===== src/logic/acts_defs.svh =====
/*
 * Register offsets, field positions, reset values and timing figures
 * of the capture and trigger sequencer. Assumes a 50 MHz system clock.
 */
`ifndef ACTS_DEFS_SVH
`define ACTS_DEFS_SVH
// ****************************************
// Register offsets
// ****************************************
`define ACTS_A_CTRL    8'h00
`define ACTS_A_QUAL    8'h04
`define ACTS_A_PERIOD  8'h08
`define ACTS_A_DELAY   8'h0C
`define ACTS_A_REARM   8'h10
`define ACTS_A_CMD     8'h14
`define ACTS_A_STATUS  8'h18
`define ACTS_A_LVL     8'h20
`define ACTS_LVL_STEP  8'h08
// ****************************************
// Control fields
// ****************************************
`define ACTS_C_DEEP    0
`define ACTS_C_GL_AB   1
`define ACTS_C_GL_CD   2
`define ACTS_C_SEL_AB  3
`define ACTS_C_SEL_CD  5
`define ACTS_C_DLY_CD  7
`define ACTS_C_START   8
`define ACTS_C_SLP_A   10
`define ACTS_C_SLP_B   11
`define ACTS_CMD_RUN   0
`define ACTS_CMD_STOP  1
`define ACTS_CTRL_RST  32'h00000C00
// ****************************************
// Depths and limits
// ****************************************
`define ACTS_DEPTH_TG  12'd1024
`define ACTS_DEPTH_SD  12'd2048
`define ACTS_RSV_TG    12'd24
`define ACTS_DLY_TG    13'd5000
`define ACTS_DLY_SD    13'd6000
// ****************************************
// Timing
// ****************************************
`define ACTS_CLK_NS    20
`define ACTS_TMIN_SD_NS 20
`define ACTS_TMIN_TG_NS 50
`define ACTS_TMAX_MS   500
`define ACTS_SEC_NS    1000000000
`endif


===== src/logic/acts_pkg.sv =====
/*
 * Types of the capture and trigger sequencer.
 * Assumes nothing of its surroundings.
 */
package acts_pkg;
  typedef struct packed {
    logic [7:0] q;
    logic [7:0] d;
    logic [7:0] c;
    logic [7:0] b;
    logic [7:0] a;
  } acts_word_t;
  typedef enum logic [2:0] {
    ST_IDLE = 3'b000, ST_PRE = 3'b001, ST_TRACE = 3'b010,
    ST_DELAY = 3'b011, ST_DONE = 3'b100
  } acts_state_t;
  typedef enum logic [1:0] {
    FN_OFF = 2'b00, FN_MATCH = 2'b01, FN_NOT = 2'b10, FN_RESTART = 2'b11
  } acts_func_t;
  typedef enum logic [1:0] {
    CK_INT = 2'b00, CK_EXTA = 2'b01, CK_EXTB = 2'b10
  } acts_clksel_t;
  typedef struct packed {
    logic [7:0]  count;
    acts_func_t  func;
    logic [4:0]  pol;
    acts_word_t  word;
  } acts_level_t;
endpackage


===== src/logic/acts_capture_trigger.sv =====
/*
 * Acquisition control: sample clock choice, capture strobes, four-level
 * trigger sequencer and post-trigger delay. Assumes a capture memory
 * outside that takes the write strobes, and asynchronous probe pins.
 */
`timescale 1ns/10ps
`include "acts_defs.svh"
`default_nettype none
module acts_capture_trigger
  import acts_pkg::*;
#(
  parameter int unsigned MAX_PERIOD = `ACTS_TMAX_MS * 1000000 / `ACTS_CLK_NS,
  parameter int unsigned SEC_CYCLES = `ACTS_SEC_NS / `ACTS_CLK_NS
) (
  input  wire logic        sys_clk_i,
  input  wire logic        rst_n_i,
  input  wire logic [7:0]  reg_addr_i,
  input  wire logic [31:0] reg_wdata_i,
  input  wire logic        reg_wr_i,
  input  wire logic        reg_rd_i,
  output logic      [31:0] reg_rdata_o,
  input  wire logic [31:0] probe_i,
  input  wire logic [7:0]  trig_qual_i,
  input  wire logic        external_clock_a_i,
  input  wire logic        external_clock_b_i,
  input  wire logic [2:0]  qual_a_i,
  input  wire logic [2:0]  qual_b_i,
  input  wire logic        key_run_i,
  output logic             cap_we_ab_o,
  output logic             cap_we_cd_o,
  output logic      [10:0] cap_addr_ab_o,
  output logic      [10:0] cap_addr_cd_o,
  output logic      [15:0] cap_data_ab_o,
  output logic      [15:0] cap_data_cd_o,
  output logic             glitch_en_ab_o,
  output logic             glitch_en_cd_o,
  output logic             parallel_bus_en_o,
  output logic      [1:0]  level_o,
  output logic             running_o
);
  localparam int unsigned TMIN_SD =
    (`ACTS_TMIN_SD_NS + `ACTS_CLK_NS - 1) / `ACTS_CLK_NS;
  localparam int unsigned TMIN_TG =
    (`ACTS_TMIN_TG_NS + `ACTS_CLK_NS - 1) / `ACTS_CLK_NS;

  // ****************************************
  // Register file
  // ****************************************
  logic [31:0] ctrl_ff;
  logic [11:0] qual_ff;
  logic [24:0] period_ff;
  logic [12:0] delay_ff;
  logic [7:0]  rearm_ff;
  logic [31:0] reg_rdata_ff;
  logic [31:0] nxt_rdata;
  acts_level_t lvl_ff [4];
  logic        wr_run;
  logic        wr_stop;

  assign wr_run  = reg_wr_i && reg_addr_i == `ACTS_A_CMD
                   && reg_wdata_i[`ACTS_CMD_RUN];
  assign wr_stop = reg_wr_i && reg_addr_i == `ACTS_A_CMD
                   && reg_wdata_i[`ACTS_CMD_STOP];

  always_ff @(posedge sys_clk_i) begin
    if (!rst_n_i) begin
      ctrl_ff   <= `ACTS_CTRL_RST;
      qual_ff   <= 12'h000;
      period_ff <= 25'h0000001;
      delay_ff  <= 13'h0000;
      rearm_ff  <= 8'h01;
    end else if (reg_wr_i) begin
      case (reg_addr_i)
        `ACTS_A_CTRL:   ctrl_ff <= reg_wdata_i;
        `ACTS_A_QUAL:   qual_ff <= reg_wdata_i[11:0];
        `ACTS_A_PERIOD: period_ff <= reg_wdata_i[24:0];
        `ACTS_A_DELAY:  delay_ff <= reg_wdata_i[12:0];
        `ACTS_A_REARM:  rearm_ff <= reg_wdata_i[7:0];
        default: ;
      endcase
    end
  end

  // Level words and settings stay stored even when a level is off
  generate
    for (genvar l = 0; l < 4; l++) begin : g_lvl_reg
      localparam logic [7:0] BASE = 8'(`ACTS_A_LVL + l * `ACTS_LVL_STEP);
      always_ff @(posedge sys_clk_i) begin
        if (!rst_n_i) begin
          lvl_ff[l] <= '0;
        end else if (reg_wr_i && reg_addr_i == BASE) begin
          lvl_ff[l].word[31:0] <= reg_wdata_i;
        end else if (reg_wr_i && reg_addr_i == BASE + 8'h04) begin
          lvl_ff[l].word.q <= reg_wdata_i[7:0];
          lvl_ff[l].pol    <= reg_wdata_i[12:8];
          lvl_ff[l].func   <= acts_func_t'(reg_wdata_i[14:13]);
          lvl_ff[l].count  <= reg_wdata_i[23:16];
        end
      end
    end
  endgenerate

  logic        deep;
  logic [1:0]  start_mode;
  acts_clksel_t sel_ab;
  acts_clksel_t sel_cd;
  assign deep       = ctrl_ff[`ACTS_C_DEEP];
  assign start_mode = ctrl_ff[`ACTS_C_START +: 2];
  assign sel_ab     = acts_clksel_t'(ctrl_ff[`ACTS_C_SEL_AB +: 2]);
  assign sel_cd     = acts_clksel_t'(ctrl_ff[`ACTS_C_SEL_CD +: 2]);

  // ****************************************
  // Pin synchronisers
  // ****************************************
  localparam int SW = 49;
  logic [SW-1:0] s1_ff;
  logic [SW-1:0] s2_ff;
  logic [2:0]    s3_ff;
  always_ff @(posedge sys_clk_i) begin
    if (!rst_n_i) begin
      s1_ff <= '0;
      s2_ff <= '0;
      s3_ff <= 3'h0;
    end else begin
      s1_ff <= {key_run_i, external_clock_b_i, external_clock_a_i,
                qual_b_i, qual_a_i, trig_qual_i, probe_i};
      s2_ff <= s1_ff;
      s3_ff <= s2_ff[48:46];
    end
  end

  acts_word_t smp;
  logic [2:0] qa_s;
  logic [2:0] qb_s;
  assign smp  = s2_ff[39:0];
  assign qa_s = s2_ff[42:40];
  assign qb_s = s2_ff[45:43];

  function automatic logic qual_ok(input logic [2:0] q, input logic [5:0] c);
    logic ok;
    ok = 1'b1;
    for (int i = 0; i < 3; i++) begin
      if (c[2*i +: 2] == 2'b01 && !q[i]) ok = 1'b0;
      if (c[2*i +: 2] == 2'b10 && q[i]) ok = 1'b0;
    end
    return ok;
  endfunction

  // ****************************************
  // Sample clocks
  // ****************************************
  logic edge_a;
  logic edge_b;
  logic qok_a;
  logic qok_b;
  logic tick_ea;
  logic tick_eb;
  logic key_rise;
  assign edge_a = ctrl_ff[`ACTS_C_SLP_A] ? (s2_ff[46] && !s3_ff[0])
                                         : (!s2_ff[46] && s3_ff[0]);
  assign edge_b = ctrl_ff[`ACTS_C_SLP_B] ? (s2_ff[47] && !s3_ff[1])
                                         : (!s2_ff[47] && s3_ff[1]);
  assign qok_a  = qual_ok(qa_s, qual_ff[5:0]);
  assign qok_b  = qual_ok(qb_s, qual_ff[11:6]);
  // Qualifiers AND the edge; levels alone never tick
  assign tick_ea  = edge_a && qok_a;
  assign tick_eb  = edge_b && qok_b;
  assign key_rise = s2_ff[48] && !s3_ff[2];

  // Period clamped; 3-cycle (60ns) floor when two groups run
  logic [24:0] per_lim;
  logic [24:0] per_cnt_ff;
  logic        tick_int;
  always_comb begin
    per_lim = period_ff;
    if (per_lim < 25'(deep ? TMIN_SD : TMIN_TG)) per_lim = 25'(deep ? TMIN_SD : TMIN_TG);
    if (per_lim > 25'(MAX_PERIOD)) per_lim = 25'(MAX_PERIOD);
  end
  assign tick_int = per_cnt_ff >= per_lim - 25'h0000001;
  always_ff @(posedge sys_clk_i) begin
    if (!rst_n_i || tick_int) per_cnt_ff <= 25'h0000000;
    else per_cnt_ff <= per_cnt_ff + 25'h0000001;
  end

  function automatic logic pick(input acts_clksel_t s, input logic i,
                                input logic a, input logic b);
    case (s)
      CK_EXTA: return a;
      CK_EXTB: return b;
      default: return i;
    endcase
  endfunction

  logic tick_ab;
  logic tick_cd;
  logic tick_dly;
  assign tick_ab  = pick(sel_ab, tick_int, tick_ea, tick_eb);
  // Pair C/D is off in deep mode
  assign tick_cd  = !deep && pick(sel_cd, tick_int, tick_ea, tick_eb);
  // Delay clock chosen only with two differing clocks
  assign tick_dly = (!deep && sel_ab != sel_cd && ctrl_ff[`ACTS_C_DLY_CD])
                    ? tick_cd : tick_ab;

  // ****************************************
  // Trigger word compare
  // ****************************************
  logic [3:0] match;
  generate
    for (genvar l = 0; l < 4; l++) begin : g_match
      logic [4:0] grp;
      for (genvar g = 0; g < 5; g++) begin : g_grp
        assign grp[g] = (smp[8*g +: 8] ^ {8{lvl_ff[l].pol[g]}})
                        == lvl_ff[l].word[8*g +: 8];
      end
      assign match[l] = &grp;
    end
  endgenerate

  // ****************************************
  // Recording sequencer
  // ****************************************
  acts_state_t state_ff;
  logic [1:0]  lvl_ff_idx;
  logic [7:0]  evt_ff;
  logic [11:0] pre_ff;
  logic [12:0] dly_ff;
  logic [12:0] dly_lim;
  logic [11:0] depth;
  logic [11:0] pre_tgt;
  logic        go;
  logic        rec;
  logic        rst_hit;
  logic        rearm_go;
  acts_level_t cur;
  logic [7:0]  need;

  assign dly_lim = (delay_ff > (deep ? `ACTS_DLY_SD : `ACTS_DLY_TG))
                   ? (deep ? `ACTS_DLY_SD : `ACTS_DLY_TG) : delay_ff;
  assign depth   = deep ? `ACTS_DEPTH_SD : `ACTS_DEPTH_TG;
  // Pre-trigger fill is depth minus delay
  assign pre_tgt = ({1'b0, depth} > dly_lim) ? 12'({1'b0, depth} - dly_lim) : 12'h000;
  assign rec     = state_ff == ST_PRE || state_ff == ST_TRACE
                   || state_ff == ST_DELAY;
  // Key and command start; serial mode still takes commands
  assign go      = (wr_run || key_rise || rearm_go) && !wr_stop;
  assign cur     = lvl_ff[lvl_ff_idx];
  assign need    = (cur.count == 8'h00) ? 8'h01 : cur.count;
  // Abort word on level 4 during levels 2 and 3
  assign rst_hit = lvl_ff[3].func == FN_RESTART && match[3]
                   && (lvl_ff_idx == 2'd1 || lvl_ff_idx == 2'd2);

  always_ff @(posedge sys_clk_i) begin
    if (!rst_n_i || wr_stop) begin
      state_ff   <= ST_IDLE;
      lvl_ff_idx <= 2'd0;
      evt_ff     <= 8'h00;
      pre_ff     <= 12'h000;
      dly_ff     <= 13'h0000;
    end else if (go) begin
      state_ff   <= ST_PRE;
      lvl_ff_idx <= 2'd0;
      evt_ff     <= 8'h00;
      pre_ff     <= 12'h000;
      dly_ff     <= dly_lim;
    end else begin
      case (state_ff)
        ST_PRE: begin
          if (pre_ff >= pre_tgt) state_ff <= ST_TRACE;
          else if (tick_ab) pre_ff <= pre_ff + 12'h001;
        end
        ST_TRACE: begin
          if (lvl_ff_idx == 2'd0 && cur.func == FN_OFF) begin
            state_ff <= ST_DELAY;
          // Skipped level passes on at once
          end else if (lvl_ff_idx != 2'd0 &&
                       (cur.func == FN_OFF || cur.func == FN_RESTART)) begin
            evt_ff <= 8'h00;
            if (lvl_ff_idx == 2'd3) state_ff <= ST_DELAY;
            else lvl_ff_idx <= lvl_ff_idx + 2'd1;
          end else if (tick_ab) begin
            if (rst_hit) begin
              lvl_ff_idx <= 2'd0;
              evt_ff     <= 8'h00;
            // Exclusion checks the very next word
            end else if (lvl_ff_idx != 2'd0 && cur.func == FN_NOT) begin
              evt_ff <= 8'h00;
              if (match[lvl_ff_idx]) lvl_ff_idx <= 2'd0;
              else if (lvl_ff_idx == 2'd3) state_ff <= ST_DELAY;
              else lvl_ff_idx <= lvl_ff_idx + 2'd1;
            end else if (match[lvl_ff_idx]) begin
              if (evt_ff + 8'h01 >= need) begin
                evt_ff <= 8'h00;
                if (lvl_ff_idx == 2'd3) state_ff <= ST_DELAY;
                else lvl_ff_idx <= lvl_ff_idx + 2'd1;
              end else begin
                evt_ff <= evt_ff + 8'h01;
              end
            end
          end
        end
        ST_DELAY: begin
          if (dly_ff == 13'h0000) state_ff <= ST_DONE;
          else if (tick_dly) dly_ff <= dly_ff - 13'h0001;
        end
        ST_DONE: ;
        ST_IDLE: ;
        default: state_ff <= ST_IDLE;
      endcase
    end
  end

  // ****************************************
  // Periodic rearm
  // ****************************************
  logic [31:0] sec_ff;
  logic [7:0]  secs_ff;
  logic        sec_tick;
  assign sec_tick = sec_ff >= SEC_CYCLES - 1;
  // Rearm every programmed seconds after a run
  assign rearm_go = start_mode == 2'b01 && state_ff == ST_DONE && sec_tick
                    && secs_ff + 8'h01 >= ((rearm_ff == 8'h00) ? 8'h01 : rearm_ff);
  always_ff @(posedge sys_clk_i) begin
    if (!rst_n_i || state_ff != ST_DONE || sec_tick) sec_ff <= 32'h00000000;
    else sec_ff <= sec_ff + 32'h00000001;
  end
  always_ff @(posedge sys_clk_i) begin
    if (!rst_n_i || state_ff != ST_DONE || rearm_go) secs_ff <= 8'h00;
    else if (sec_tick) secs_ff <= secs_ff + 8'h01;
  end

  // ****************************************
  // Capture strobes
  // ****************************************
  logic        we_ab_ff;
  logic        we_cd_ff;
  logic [10:0] addr_ab_ff;
  logic [10:0] addr_cd_ff;
  logic [15:0] dat_ab_ff;
  logic [15:0] dat_cd_ff;
  always_ff @(posedge sys_clk_i) begin
    if (!rst_n_i || go) begin
      we_ab_ff   <= 1'b0;
      addr_ab_ff <= 11'h7FF;
      dat_ab_ff  <= 16'h0000;
    end else begin
      // Store on each sample tick while recording
      we_ab_ff <= rec && tick_ab;
      if (rec && tick_ab) begin
        dat_ab_ff  <= {smp.b, smp.a};
        addr_ab_ff <= (addr_ab_ff >= 11'(depth - 12'h001)) ? 11'h000
                      : addr_ab_ff + 11'h001;
      end
    end
  end
  always_ff @(posedge sys_clk_i) begin
    if (!rst_n_i || go) begin
      we_cd_ff   <= 1'b0;
      addr_cd_ff <= 11'h7FF;
      dat_cd_ff  <= 16'h0000;
    end else begin
      we_cd_ff <= rec && tick_cd;
      if (rec && tick_cd) begin
        dat_cd_ff  <= {smp.d, smp.c};
        addr_cd_ff <= (addr_cd_ff >= 11'(`ACTS_DEPTH_TG - 12'h001)) ? 11'h000
                      : addr_cd_ff + 11'h001;
      end
    end
  end

  // ****************************************
  // Read port
  // ****************************************
  always_comb begin
    nxt_rdata = 32'h00000000;
    case (reg_addr_i)
      `ACTS_A_CTRL:   nxt_rdata = ctrl_ff;
      `ACTS_A_QUAL:   nxt_rdata = {20'h00000, qual_ff};
      `ACTS_A_PERIOD: nxt_rdata = {7'h00, period_ff};
      `ACTS_A_DELAY:  nxt_rdata = {19'h00000, delay_ff};
      `ACTS_A_REARM:  nxt_rdata = {24'h000000, rearm_ff};
      `ACTS_A_STATUS: nxt_rdata = {8'h00, dly_ff, evt_ff[5:0],
                                   state_ff, lvl_ff_idx};
      default: begin
        for (int l = 0; l < 4; l++) begin
          if (reg_addr_i == 8'(`ACTS_A_LVL + l * `ACTS_LVL_STEP))
            nxt_rdata = lvl_ff[l].word[31:0];
          if (reg_addr_i == 8'(`ACTS_A_LVL + l * `ACTS_LVL_STEP + 4))
            nxt_rdata = {8'h00, lvl_ff[l].count, 1'b0, lvl_ff[l].func,
                         lvl_ff[l].pol, lvl_ff[l].word.q};
        end
      end
    endcase
  end
  always_ff @(posedge sys_clk_i) begin
    if (!rst_n_i) reg_rdata_ff <= 32'h00000000;
    else if (reg_rd_i) reg_rdata_ff <= nxt_rdata;
    else reg_rdata_ff <= 32'h00000000;
  end

  assign reg_rdata_o   = reg_rdata_ff;
  assign cap_we_ab_o   = we_ab_ff;
  assign cap_we_cd_o   = we_cd_ff;
  assign cap_addr_ab_o = addr_ab_ff;
  assign cap_addr_cd_o = addr_cd_ff;
  assign cap_data_ab_o = dat_ab_ff;
  assign cap_data_cd_o = dat_cd_ff;
  assign glitch_en_ab_o = ctrl_ff[`ACTS_C_GL_AB];
  assign glitch_en_cd_o = ctrl_ff[`ACTS_C_GL_CD] && !deep;
  // Serial host mode locks out the parallel bus
  assign parallel_bus_en_o = start_mode != 2'b10;
  assign level_o   = lvl_ff_idx;
  assign running_o = rec;

  // ****************************************
  // Checks
  // ****************************************
  AST_START_LEVEL: assert property (@(posedge sys_clk_i) disable iff (!rst_n_i)
    go |=> state_ff == ST_PRE && lvl_ff_idx == 2'd0 && evt_ff == 8'h00)
    else $error("start did not reset sequencer");
  AST_CAP_EDGE: assert property (@(posedge sys_clk_i) disable iff (!rst_n_i)
    rec && tick_ab && !go && !wr_stop |=> cap_we_ab_o)
    else $error("missed capture strobe");
  AST_QUAL_GATE: assert property (@(posedge sys_clk_i) disable iff (!rst_n_i)
    sel_ab == CK_EXTA && !(edge_a && qok_a) |=> !cap_we_ab_o)
    else $error("unqualified edge captured");
  AST_DEEP_CD: assert property (@(posedge sys_clk_i) disable iff (!rst_n_i)
    deep && $past(deep) |-> !cap_we_cd_o)
    else $error("C/D captured in deep mode");
  AST_DLY_DONE: assert property (@(posedge sys_clk_i) disable iff (!rst_n_i)
    state_ff == ST_DELAY && dly_ff == 13'h0000 && !go && !wr_stop
    |=> state_ff == ST_DONE ##1 !cap_we_ab_o)
    else $error("delay end did not stop");
  AST_SEQ_ORDER: assert property (@(posedge sys_clk_i) disable iff (!rst_n_i)
    state_ff == ST_TRACE && $changed(lvl_ff_idx) && lvl_ff_idx != 2'd0
    |-> lvl_ff_idx == 2'($past(lvl_ff_idx) + 2'd1))
    else $error("level skipped order");
  AST_NOT_BACK: assert property (@(posedge sys_clk_i) disable iff (!rst_n_i)
    state_ff == ST_TRACE && tick_ab && lvl_ff_idx != 2'd0 && cur.func == FN_NOT
    && match[lvl_ff_idx] && !go && !wr_stop |=> lvl_ff_idx == 2'd0)
    else $error("excluded word did not return");
  AST_FREE_FILL: assert property (@(posedge sys_clk_i) disable iff (!rst_n_i)
    state_ff == ST_TRACE && lvl_ff_idx == 2'd0 && cur.func == FN_OFF
    && !go && !wr_stop |=> state_ff == ST_DELAY)
    else $error("fill did not bypass levels");
  AST_PER_MIN: assert property (@(posedge sys_clk_i) disable iff (!rst_n_i)
    !deep && tick_int |-> per_cnt_ff >= 25'(TMIN_TG - 1))
    else $error("period below floor");
endmodule // acts_capture_trigger
`default_nettype wire


===== config.mk =====
export PLATFORM = sky130hd
export DESIGN_NAME = acts_capture_trigger
export DESIGN_NICKNAME = d
export VERILOG_FILES = /design/src/logic/acts_pkg.sv /design/src/logic/acts_capture_trigger.sv
export VERILOG_INCLUDE_DIRS = /design/src /design/src/logic
export SDC_FILE = /design/constraint.sdc
export NUM_CORES = 1
export LEC_CHECK = 0
export BUFFER_PORTS_ARGS = -buffer_cell sky130_fd_sc_hd__buf_2
export CELL_PAD_IN_SITES_DETAIL_PLACEMENT = 1
export CELL_PAD_IN_SITES_GLOBAL_PLACEMENT = 1
export CORE_AREA = 2 2 269 271
export CTS_CLUSTER_DIAMETER = 200
export DETAILED_ROUTE_END_ITERATION = 8
export DIE_AREA = 0 0 271 273
export PLACE_DENSITY_LB_ADDON = 0.1
export REMOVE_ABC_BUFFERS = 1
export SLEW_MARGIN = 20
export SYNTH_ARGS = -nofsm -noshare
export SYNTH_HDL_FRONTEND = slang
export SYNTH_SLANG_ARGS = --single-unit

===== constraint.sdc =====
create_clock -name sys_clk_i -period 10.9 [get_ports sys_clk_i]
set_input_delay 2.18 -clock sys_clk_i [delete_from_list [all_inputs] [get_ports sys_clk_i]]
set_output_delay 2.18 -clock sys_clk_i [all_outputs]
set_load 0.03 [all_outputs]

Yosys cells after proc, flatten, opt, wreduce, memory -nomap -nowiden

Memories as Yosys holds them, arrays and structs flattened. A register that Yosys moved wholly into a read port is not among the register bits.
Index checks and enable logic that the tools add are counted.

Reductions and logical operators: 102
$add $sub $neg: 12
Equal/unequal tests: 80
Bitwise operators: 43
$lt $le $gt $ge: 12
Mux-type cells: 121

Operators by type and width:

| kind                  | count |
|---|---|
| $mux 32               | 12 |
| $pmux 32 s6           | 1 |
| $eq 8x8->1            | 20 |
| $xor 8x8->8           | 20 |
| $mux 8                | 16 |
| $mux 13               | 5 |
| $eq 8x6->1 const B    | 8 |
| $mux 25               | 2 |
| $mux 1                | 46 |
| $logic_and 1x1->1     | 45 |
| $mux 11               | 3 |
| $mux 3                | 11 |
| $add 32x1->32 const B | 1 |
| $ge 32x26->1 const B  | 1 |
| $mux 2                | 15 |
| $eq 2x2->1 const B    | 13 |
| $add 25x1->25 const B | 1 |
| $ge 25x25->1          | 1 |
| $gt 25x25->1 const B  | 1 |
| $lt 25x25->1          | 1 |
| $reduce_and 5->1      | 5 |
| $sub 25x1->25 const B | 1 |
| $eq 8x5->1 const B    | 3 |
| $logic_not 8->1       | 3 |
| 50 further kinds      | 135 |

Bits in registers: 382
Bits in writable memories: 220
Memories: 1
Bits of input ports: 93
Output and inout port bits: 94

Memory list:

| name   | depth | bits a word | rd ports | clocked after Yosys merged registers in | write ports | line                       | source |
|---|---|---|---|---|---|---|---|
| lvl_ff | 4     | 55          | 5        | 1                                       | 4           | acts_capture_trigger.sv:56 | `acts_level_t lvl_ff [4];` |

Depth between registers and ports, before layout

Depth after elaboration: 16
Depth in mapped cells: 28

Least setup slack after synthesis

No wires, ideal clock.

Path type: flip-flop to flip-flop
Start point: register period_ff[15]
End point: register state_ff[1]
Clock period less this slack: 5.747 ns
Setup slack: 5.153 ns
Path buffers: 1
Data arrival time: 5.623 ns
Cell stages (with the launch flop): 25
Cell sequence: dfxtp_1 -> clkbuf_1 -> or4_1 -> nor4_1 -> nand2b_1 -> nor2_1 -> and3_1 -> nand2_1 -> o211ai_1 -> ha_1 -> a21boi_1 -> nand4_1 -> xnor2_1 -> nor2_1 -> ha_1 -> a21o_1 -> a21o_1 -> a2111oi_0 -> o22ai_1 -> a2111oi_2 -> a21o_1 -> nor2_1 -> a211oi_1 -> nor4_2 -> mux2_1

Longest elaborated chain between the ends: 9

Ends and longest elaborated chain:

| item                                | line                        | source |
|---|---|---|
| from (decl)                         | acts_capture_trigger.sv:51  | `logic [24:0] period_ff;` |
| from (signal assigned)              | acts_capture_trigger.sv:76  | `` `ACTS_A_PERIOD: period_ff <= reg_wdata_i[24:0]; `` |
| $lt 25x25->1                        | acts_capture_trigger.sv:176 | `if (per_lim < 25'(deep ? TMIN_SD : TMIN_TG)) per_lim = 25'(deep ? TMIN_SD : TMIN_TG);` |
| $mux 25 *                           | acts_capture_trigger.sv:176 |  |
| $gt 25x25->1                        | acts_capture_trigger.sv:177 | `if (per_lim > 25'(MAX_PERIOD)) per_lim = 25'(MAX_PERIOD);` |
| $mux 25 *                           | acts_capture_trigger.sv:177 |  |
| $sub 25x1->25 *                     | acts_capture_trigger.sv:179 | `assign tick_int = per_cnt_ff >= per_lim - 25'h0000001;` |
| $ge 25x25->1 *                      | acts_capture_trigger.sv:179 |  |
| $pmux 1 s2 *                        | acts_capture_trigger.sv:187 | `case (s)` |
| $ne 4x2->1 (no source line) *       | n/a                         |  |
| $reduce_and 8->1 (no source line) * | n/a                         |  |
| to (signal assigned)                | acts_capture_trigger.sv:254 | `state_ff <= ST_IDLE;` |
| to (signal assigned)                | acts_capture_trigger.sv:260 | `state_ff <= ST_PRE;` |
| to (signal assigned)                | acts_capture_trigger.sv:268 | `if (pre_ff >= pre_tgt) state_ff <= ST_TRACE;` |
| to (decl)                           | acts_capture_trigger.sv:222 | `acts_state_t state_ff;` |

Mark *: on every way between the ends. The rest lies on a longest branch, timed or not.
A chain may end at the register's enable or synchronous reset.

Worst setup path in the final report

Start point: register period_ff[8]
End point: register addr_ab_ff[4], in the netlist cap_addr_ab_o[4]

Longest elaborated chain between the ends: 8

Ends and longest elaborated chain:

| item                 | line                        | source |
|---|---|---|
| $lt 25x25->1         | acts_capture_trigger.sv:176 |  |
| $mux 25 *            | acts_capture_trigger.sv:176 |  |
| $gt 25x25->1         | acts_capture_trigger.sv:177 |  |
| $mux 25 *            | acts_capture_trigger.sv:177 |  |
| $sub 25x1->25 *      | acts_capture_trigger.sv:179 |  |
| $ge 25x25->1 *       | acts_capture_trigger.sv:179 |  |
| $pmux 1 s2 *         | acts_capture_trigger.sv:187 |  |
| $logic_and 1x1->1 *  | acts_capture_trigger.sv:348 | `if (rec && tick_ab) begin` |
| to (signal assigned) | acts_capture_trigger.sv:350 | `addr_ab_ff <= (addr_ab_ff >= 11'(depth - 12'h001)) ? 11'h000` |
| to (decl)            | acts_capture_trigger.sv:336 | `logic [10:0] addr_ab_ff;` |

Marked as above.

==> reports/results.env <==
CTS_NUM_SINKS=604
SYNTHESIZED_AREA_UM2=30300
CTS-BUFFERS-INSERTED=72
SYNTH_TOP_CELL_BY_AREA='sky130_fd_sc_hd__dfxtp_1'
GR-USAGE-ALL-LAYERS=0.314
YS_WARN_COUNT=0
HOLDCRITSTARTPOINT='s1_ff[38]$_SDFF_PN0_'
NET_COUNT_FINAL=3432
NUMBER_OF_FILL_CELLS=7960
SYNTH_ASYNC_SR_FLOP_SHARE=0
TIMING_MAX_TRANSITION_VIOLATIONS_FINAL=0
FINALWIRELENGTH_UM=118000
SYNTH.DISTINCT_CELLS=82
TIMING.SLEW.HEADROOM=0.156
SYNTH.AREA.TOP_CELLS='sky130_fd_sc_hd__dfxtp_1 (25%), sky130_fd_sc_hd__edfxtp_1 (22%), sky130_fd_sc_hd__and2_1 (6.9%)'
DRC=0
PLACEMENT.IO_BUFFERS=186
WORST-SLEW-PIN-TRANSITION_PS=1270
SYNTH.TOP_CELLS.BY_COUNT='sky130_fd_sc_hd__dfxtp_1 (384), sky130_fd_sc_hd__nand2_1 (373), sky130_fd_sc_hd__and2_1 (335)'
NUM_VIAS=25646
POSTCTSSETUPBUFFERS=0
GLOBAL_ROUTE_WIRE_LENGTH_BEFORE_REPAIR_UM=173000
DETAILEDPLACEMENTHPWL_UM=83700
DRT_PRE_ANTENNA_ITERS=5
CRITICAL_PATH.STARTPOINT_TYPE='flop'
YOSYS.AREA.TOP_TYPE_SHARE=0.254
FP.DIEH_UM=273
HOLDBUFCOUNTCTS=0
FIRST_GLOBAL_VIAS=26165
SUM_NEG_SETUP_SLACK_PS=0
WEIGHTED_CONGESTION_REPORTED_AT_THE_END_OF_ROUTABILITY_DRIVEN_PLACEMENT=0.975
TRITONCTS='built'
POWER_PER_CELL_AREA_nW_PER_UM2=158
DRT_ITER0_DRCS=2307
CP-END-KIND='flop'
CTS.REPORTEDPATHS.CLKPINSLEW_PS=60
POST-ROUTE-PERIOD-UTIL=0.668
ARRIVAL_PS=7720
ANT_NETS=0
CLOCKBUFFERDEPTH=3
TIMING_HOLD_VIOLATIONS_FINAL=0
CTSROOTBUFFERMASTER='sky130_fd_sc_hd__clkbuf_16'
P_LEAK_nW=13.1
HTREE_NUM_LEVELS=3
VIAS_PER_CELL=6.01
RSZ0062_AT_GRT='no'
CORE.ROWCOUNT=98
DETAIL_ROUTE.WL_PER_CELL_UM=27.8
SYNTH_AREA_PER_CELL_UM2=9.60
SYNTH-EDFF-COUNT=220
YS_SEQ_AREA_FRAC=0.471
RR_STARTPOINT='period_ff[8]$_SDFFE_PN0P_'
AREA.GROWTH.SYNTH_TO_FINAL_PCT=14.0
START_UTIL=0.427
OVERALL_POWER_mW=5.45
SYNTH_FLOP_CELL='sky130_fd_sc_hd__dfxtp_1'
CORE_AREA_UM2=71000
POST-ROUTE-MIN-PERIOD_PS=7280
SYN_INST=3157
CLK-INSERTION-DELAY-LATE_PS=640
FINALSETUPVIOLCOUNT=0
MAX-CAP-VIOLATIONS=0
LAYOUT-DRIVE-GT1-SHARE=0.118
DIEAREA_UM2=74000
SYNTHMOSTINSTANTIATEDCELL='sky130_fd_sc_hd__dfxtp_1'
CRITPATHLAUNCH='period_ff[8]$_SDFFE_PN0P_'
RESULT_OF_THE_RUN='finished clean'
FINALCLOCKSKEW_PS=31.0
REQUIRED_PS=11350
SYNTH-SEQ-CELLS=604
CRITICALPATHCATEGORY='flop to flop'
FMAXACHIEVABLE_MHz=137
MIN-DELAY-PATH-CLASS='flop to flop'
IR_DROP_V=0.000115
CRIT_FANOUT=24
CTSRESIZECOUNT=0
GRT_REMAINING_OVERFLOW=0
ANTENNA_VIOLATIONS_BEFORE_REPAIR=10
FLOORPLAN.DIE.WIDTH_UM=271
GRT_START_MAX_NET_PINS=156
IO_PINS=187
-- where the power goes --
group / internal, mW / total, mW / switching (mW) / leakage, nW
registers: 2.41 / 2.51 / 0.101 / 5.21
logic: 0.150 / 0.431 / 0.281 / 6.68
clock network: 1.49 / 2.51 / 1.02 / 1.21
-- path summary, 6_finish.rpt --
path,to,slack [ps],depth (start not counted)
worst max-delay path,cap_addr_ab_o[4]$_SDFFE_PP1P_,3620,24
worst min-delay path,s2_ff[38]$_SDFF_PN0_,430,1
worst max register to register,cap_addr_ab_o[4]$_SDFFE_PP1P_,3620,24
worst min register to register,s2_ff[38]$_SDFF_PN0_,430,1
-- layout by cell type (no fill, tap or decap), types with 38 or more instances in the layout --
master	n
sky130_fd_sc_hd__a22o_1	40
sky130_fd_sc_hd__clkbuf_16	75
sky130_fd_sc_hd__xnor2_1	147
sky130_fd_sc_hd__and2_1	336
sky130_fd_sc_hd__a31oi_1	39
sky130_fd_sc_hd__inv_1	72
sky130_fd_sc_hd__ha_1	82
sky130_fd_sc_hd__a21boi_0	87
sky130_fd_sc_hd__and3_1	38
sky130_fd_sc_hd__nand2_1	371
sky130_fd_sc_hd__buf_2	185
sky130_fd_sc_hd__a22oi_1	56
sky130_fd_sc_hd__a21oi_1	76
sky130_fd_sc_hd__edfxtp_1	220
sky130_fd_sc_hd__xor2_1	150
sky130_fd_sc_hd__o21ai_0	59
sky130_fd_sc_hd__nor3_1	50
sky130_fd_sc_hd__nand3_1	73
sky130_fd_sc_hd__dfxtp_1	384
sky130_fd_sc_hd__buf_4	41
sky130_fd_sc_hd__nor2_1	192
sky130_fd_sc_hd__a221oi_1	54
sky130_fd_sc_hd__nand4_1	48
-- through the flow --
stage	instances	util	setup WS, ps	hold slack, ps	area, µm²
6_report	4268	0.487	3620	431	34500
3_5_place_dp	4132	0.452	3670	422	32100
5_1_grt	4268	0.487	2910	447	34500
2_1_floorplan	2954	-	4650	412	29500
4_1_cts	4265	0.486	3650	438	34500
3_3_place_gp	4132	0.452	3790	415	32100
-- flip-flops by register name, indices dropped and copies added (netlist names), 13 cells and up, named ones only --
register,flops
lvl_ff,220
reg_rdata_o,32
cap_data_ab_o,16
delay_ff,13
period_ff,25
cap_data_cd_o,16
ctrl_ff,32
s1_ff,49
dly_ff,13
sec_ff,32
per_cnt_ff,25
s2_ff,49
-- worst max-delay path, cell delays in order, from the launching register on --
cell and delay, ps:
sky130_fd_sc_hd__dfxtp_1 360, sky130_fd_sc_hd__nor3_1 300, sky130_fd_sc_hd__nand2_1 160, sky130_fd_sc_hd__or3_1 390, sky130_fd_sc_hd__nor3_1 510, sky130_fd_sc_hd__and3_1 310, sky130_fd_sc_hd__nand2_1 70, sky130_fd_sc_hd__o211ai_1 100
sky130_fd_sc_hd__ha_1 250, sky130_fd_sc_hd__a21boi_1 620, sky130_fd_sc_hd__nand4_1 190, sky130_fd_sc_hd__xnor2_1 190, sky130_fd_sc_hd__nor2_1 60, sky130_fd_sc_hd__ha_1 290, sky130_fd_sc_hd__a21o_1 170, sky130_fd_sc_hd__a21o_1 190
sky130_fd_sc_hd__a2111oi_0 400, sky130_fd_sc_hd__o22ai_1 150, sky130_fd_sc_hd__a2111oi_2 340, sky130_fd_sc_hd__buf_4 270, sky130_fd_sc_hd__a21o_1 310, sky130_fd_sc_hd__nand2b_1 780, sky130_fd_sc_hd__nor2_1 250, sky130_fd_sc_hd__nand3_1 250
sky130_fd_sc_hd__o311ai_0 140
-- logic make-up after synthesis --
kind of cell    after synthesis  synth area share
flops                       604             0.471
simple gates               1252             0.209
mux                          38            0.0168
other cells                   1          0.000124
buf+inv                     280            0.0360
compound gates              598             0.143
xor+xnor                    302            0.0895
fa+ha+maj                    82            0.0338
-- cell type report --
class	count	area, µm²	area share
multi-input combinational	2278	15000	0.436
sequential	604	14300	0.414
clock buffer	108	2150	0.0623
timing repair buffer	229	1280	0.0369
tap	950	1190	0.0344
clock inverter	25	315	0.00913
inverter	72	270	0.00782
antenna	2	5.00	0.000145
-- per-layer routing --
metal / track usage / up-vias / share of wire
met5: 0 / - / 0.00033
met4: 0.144 / 8 / 0.048
met3: 0.0612 / 280 / 0.078
met2: 0.529 / 1025 / 0.48
met1: 0.389 / 12957 / 0.40
li1: - / 11376 / -
Note: power is estimated with default switching activity, not from simulation.
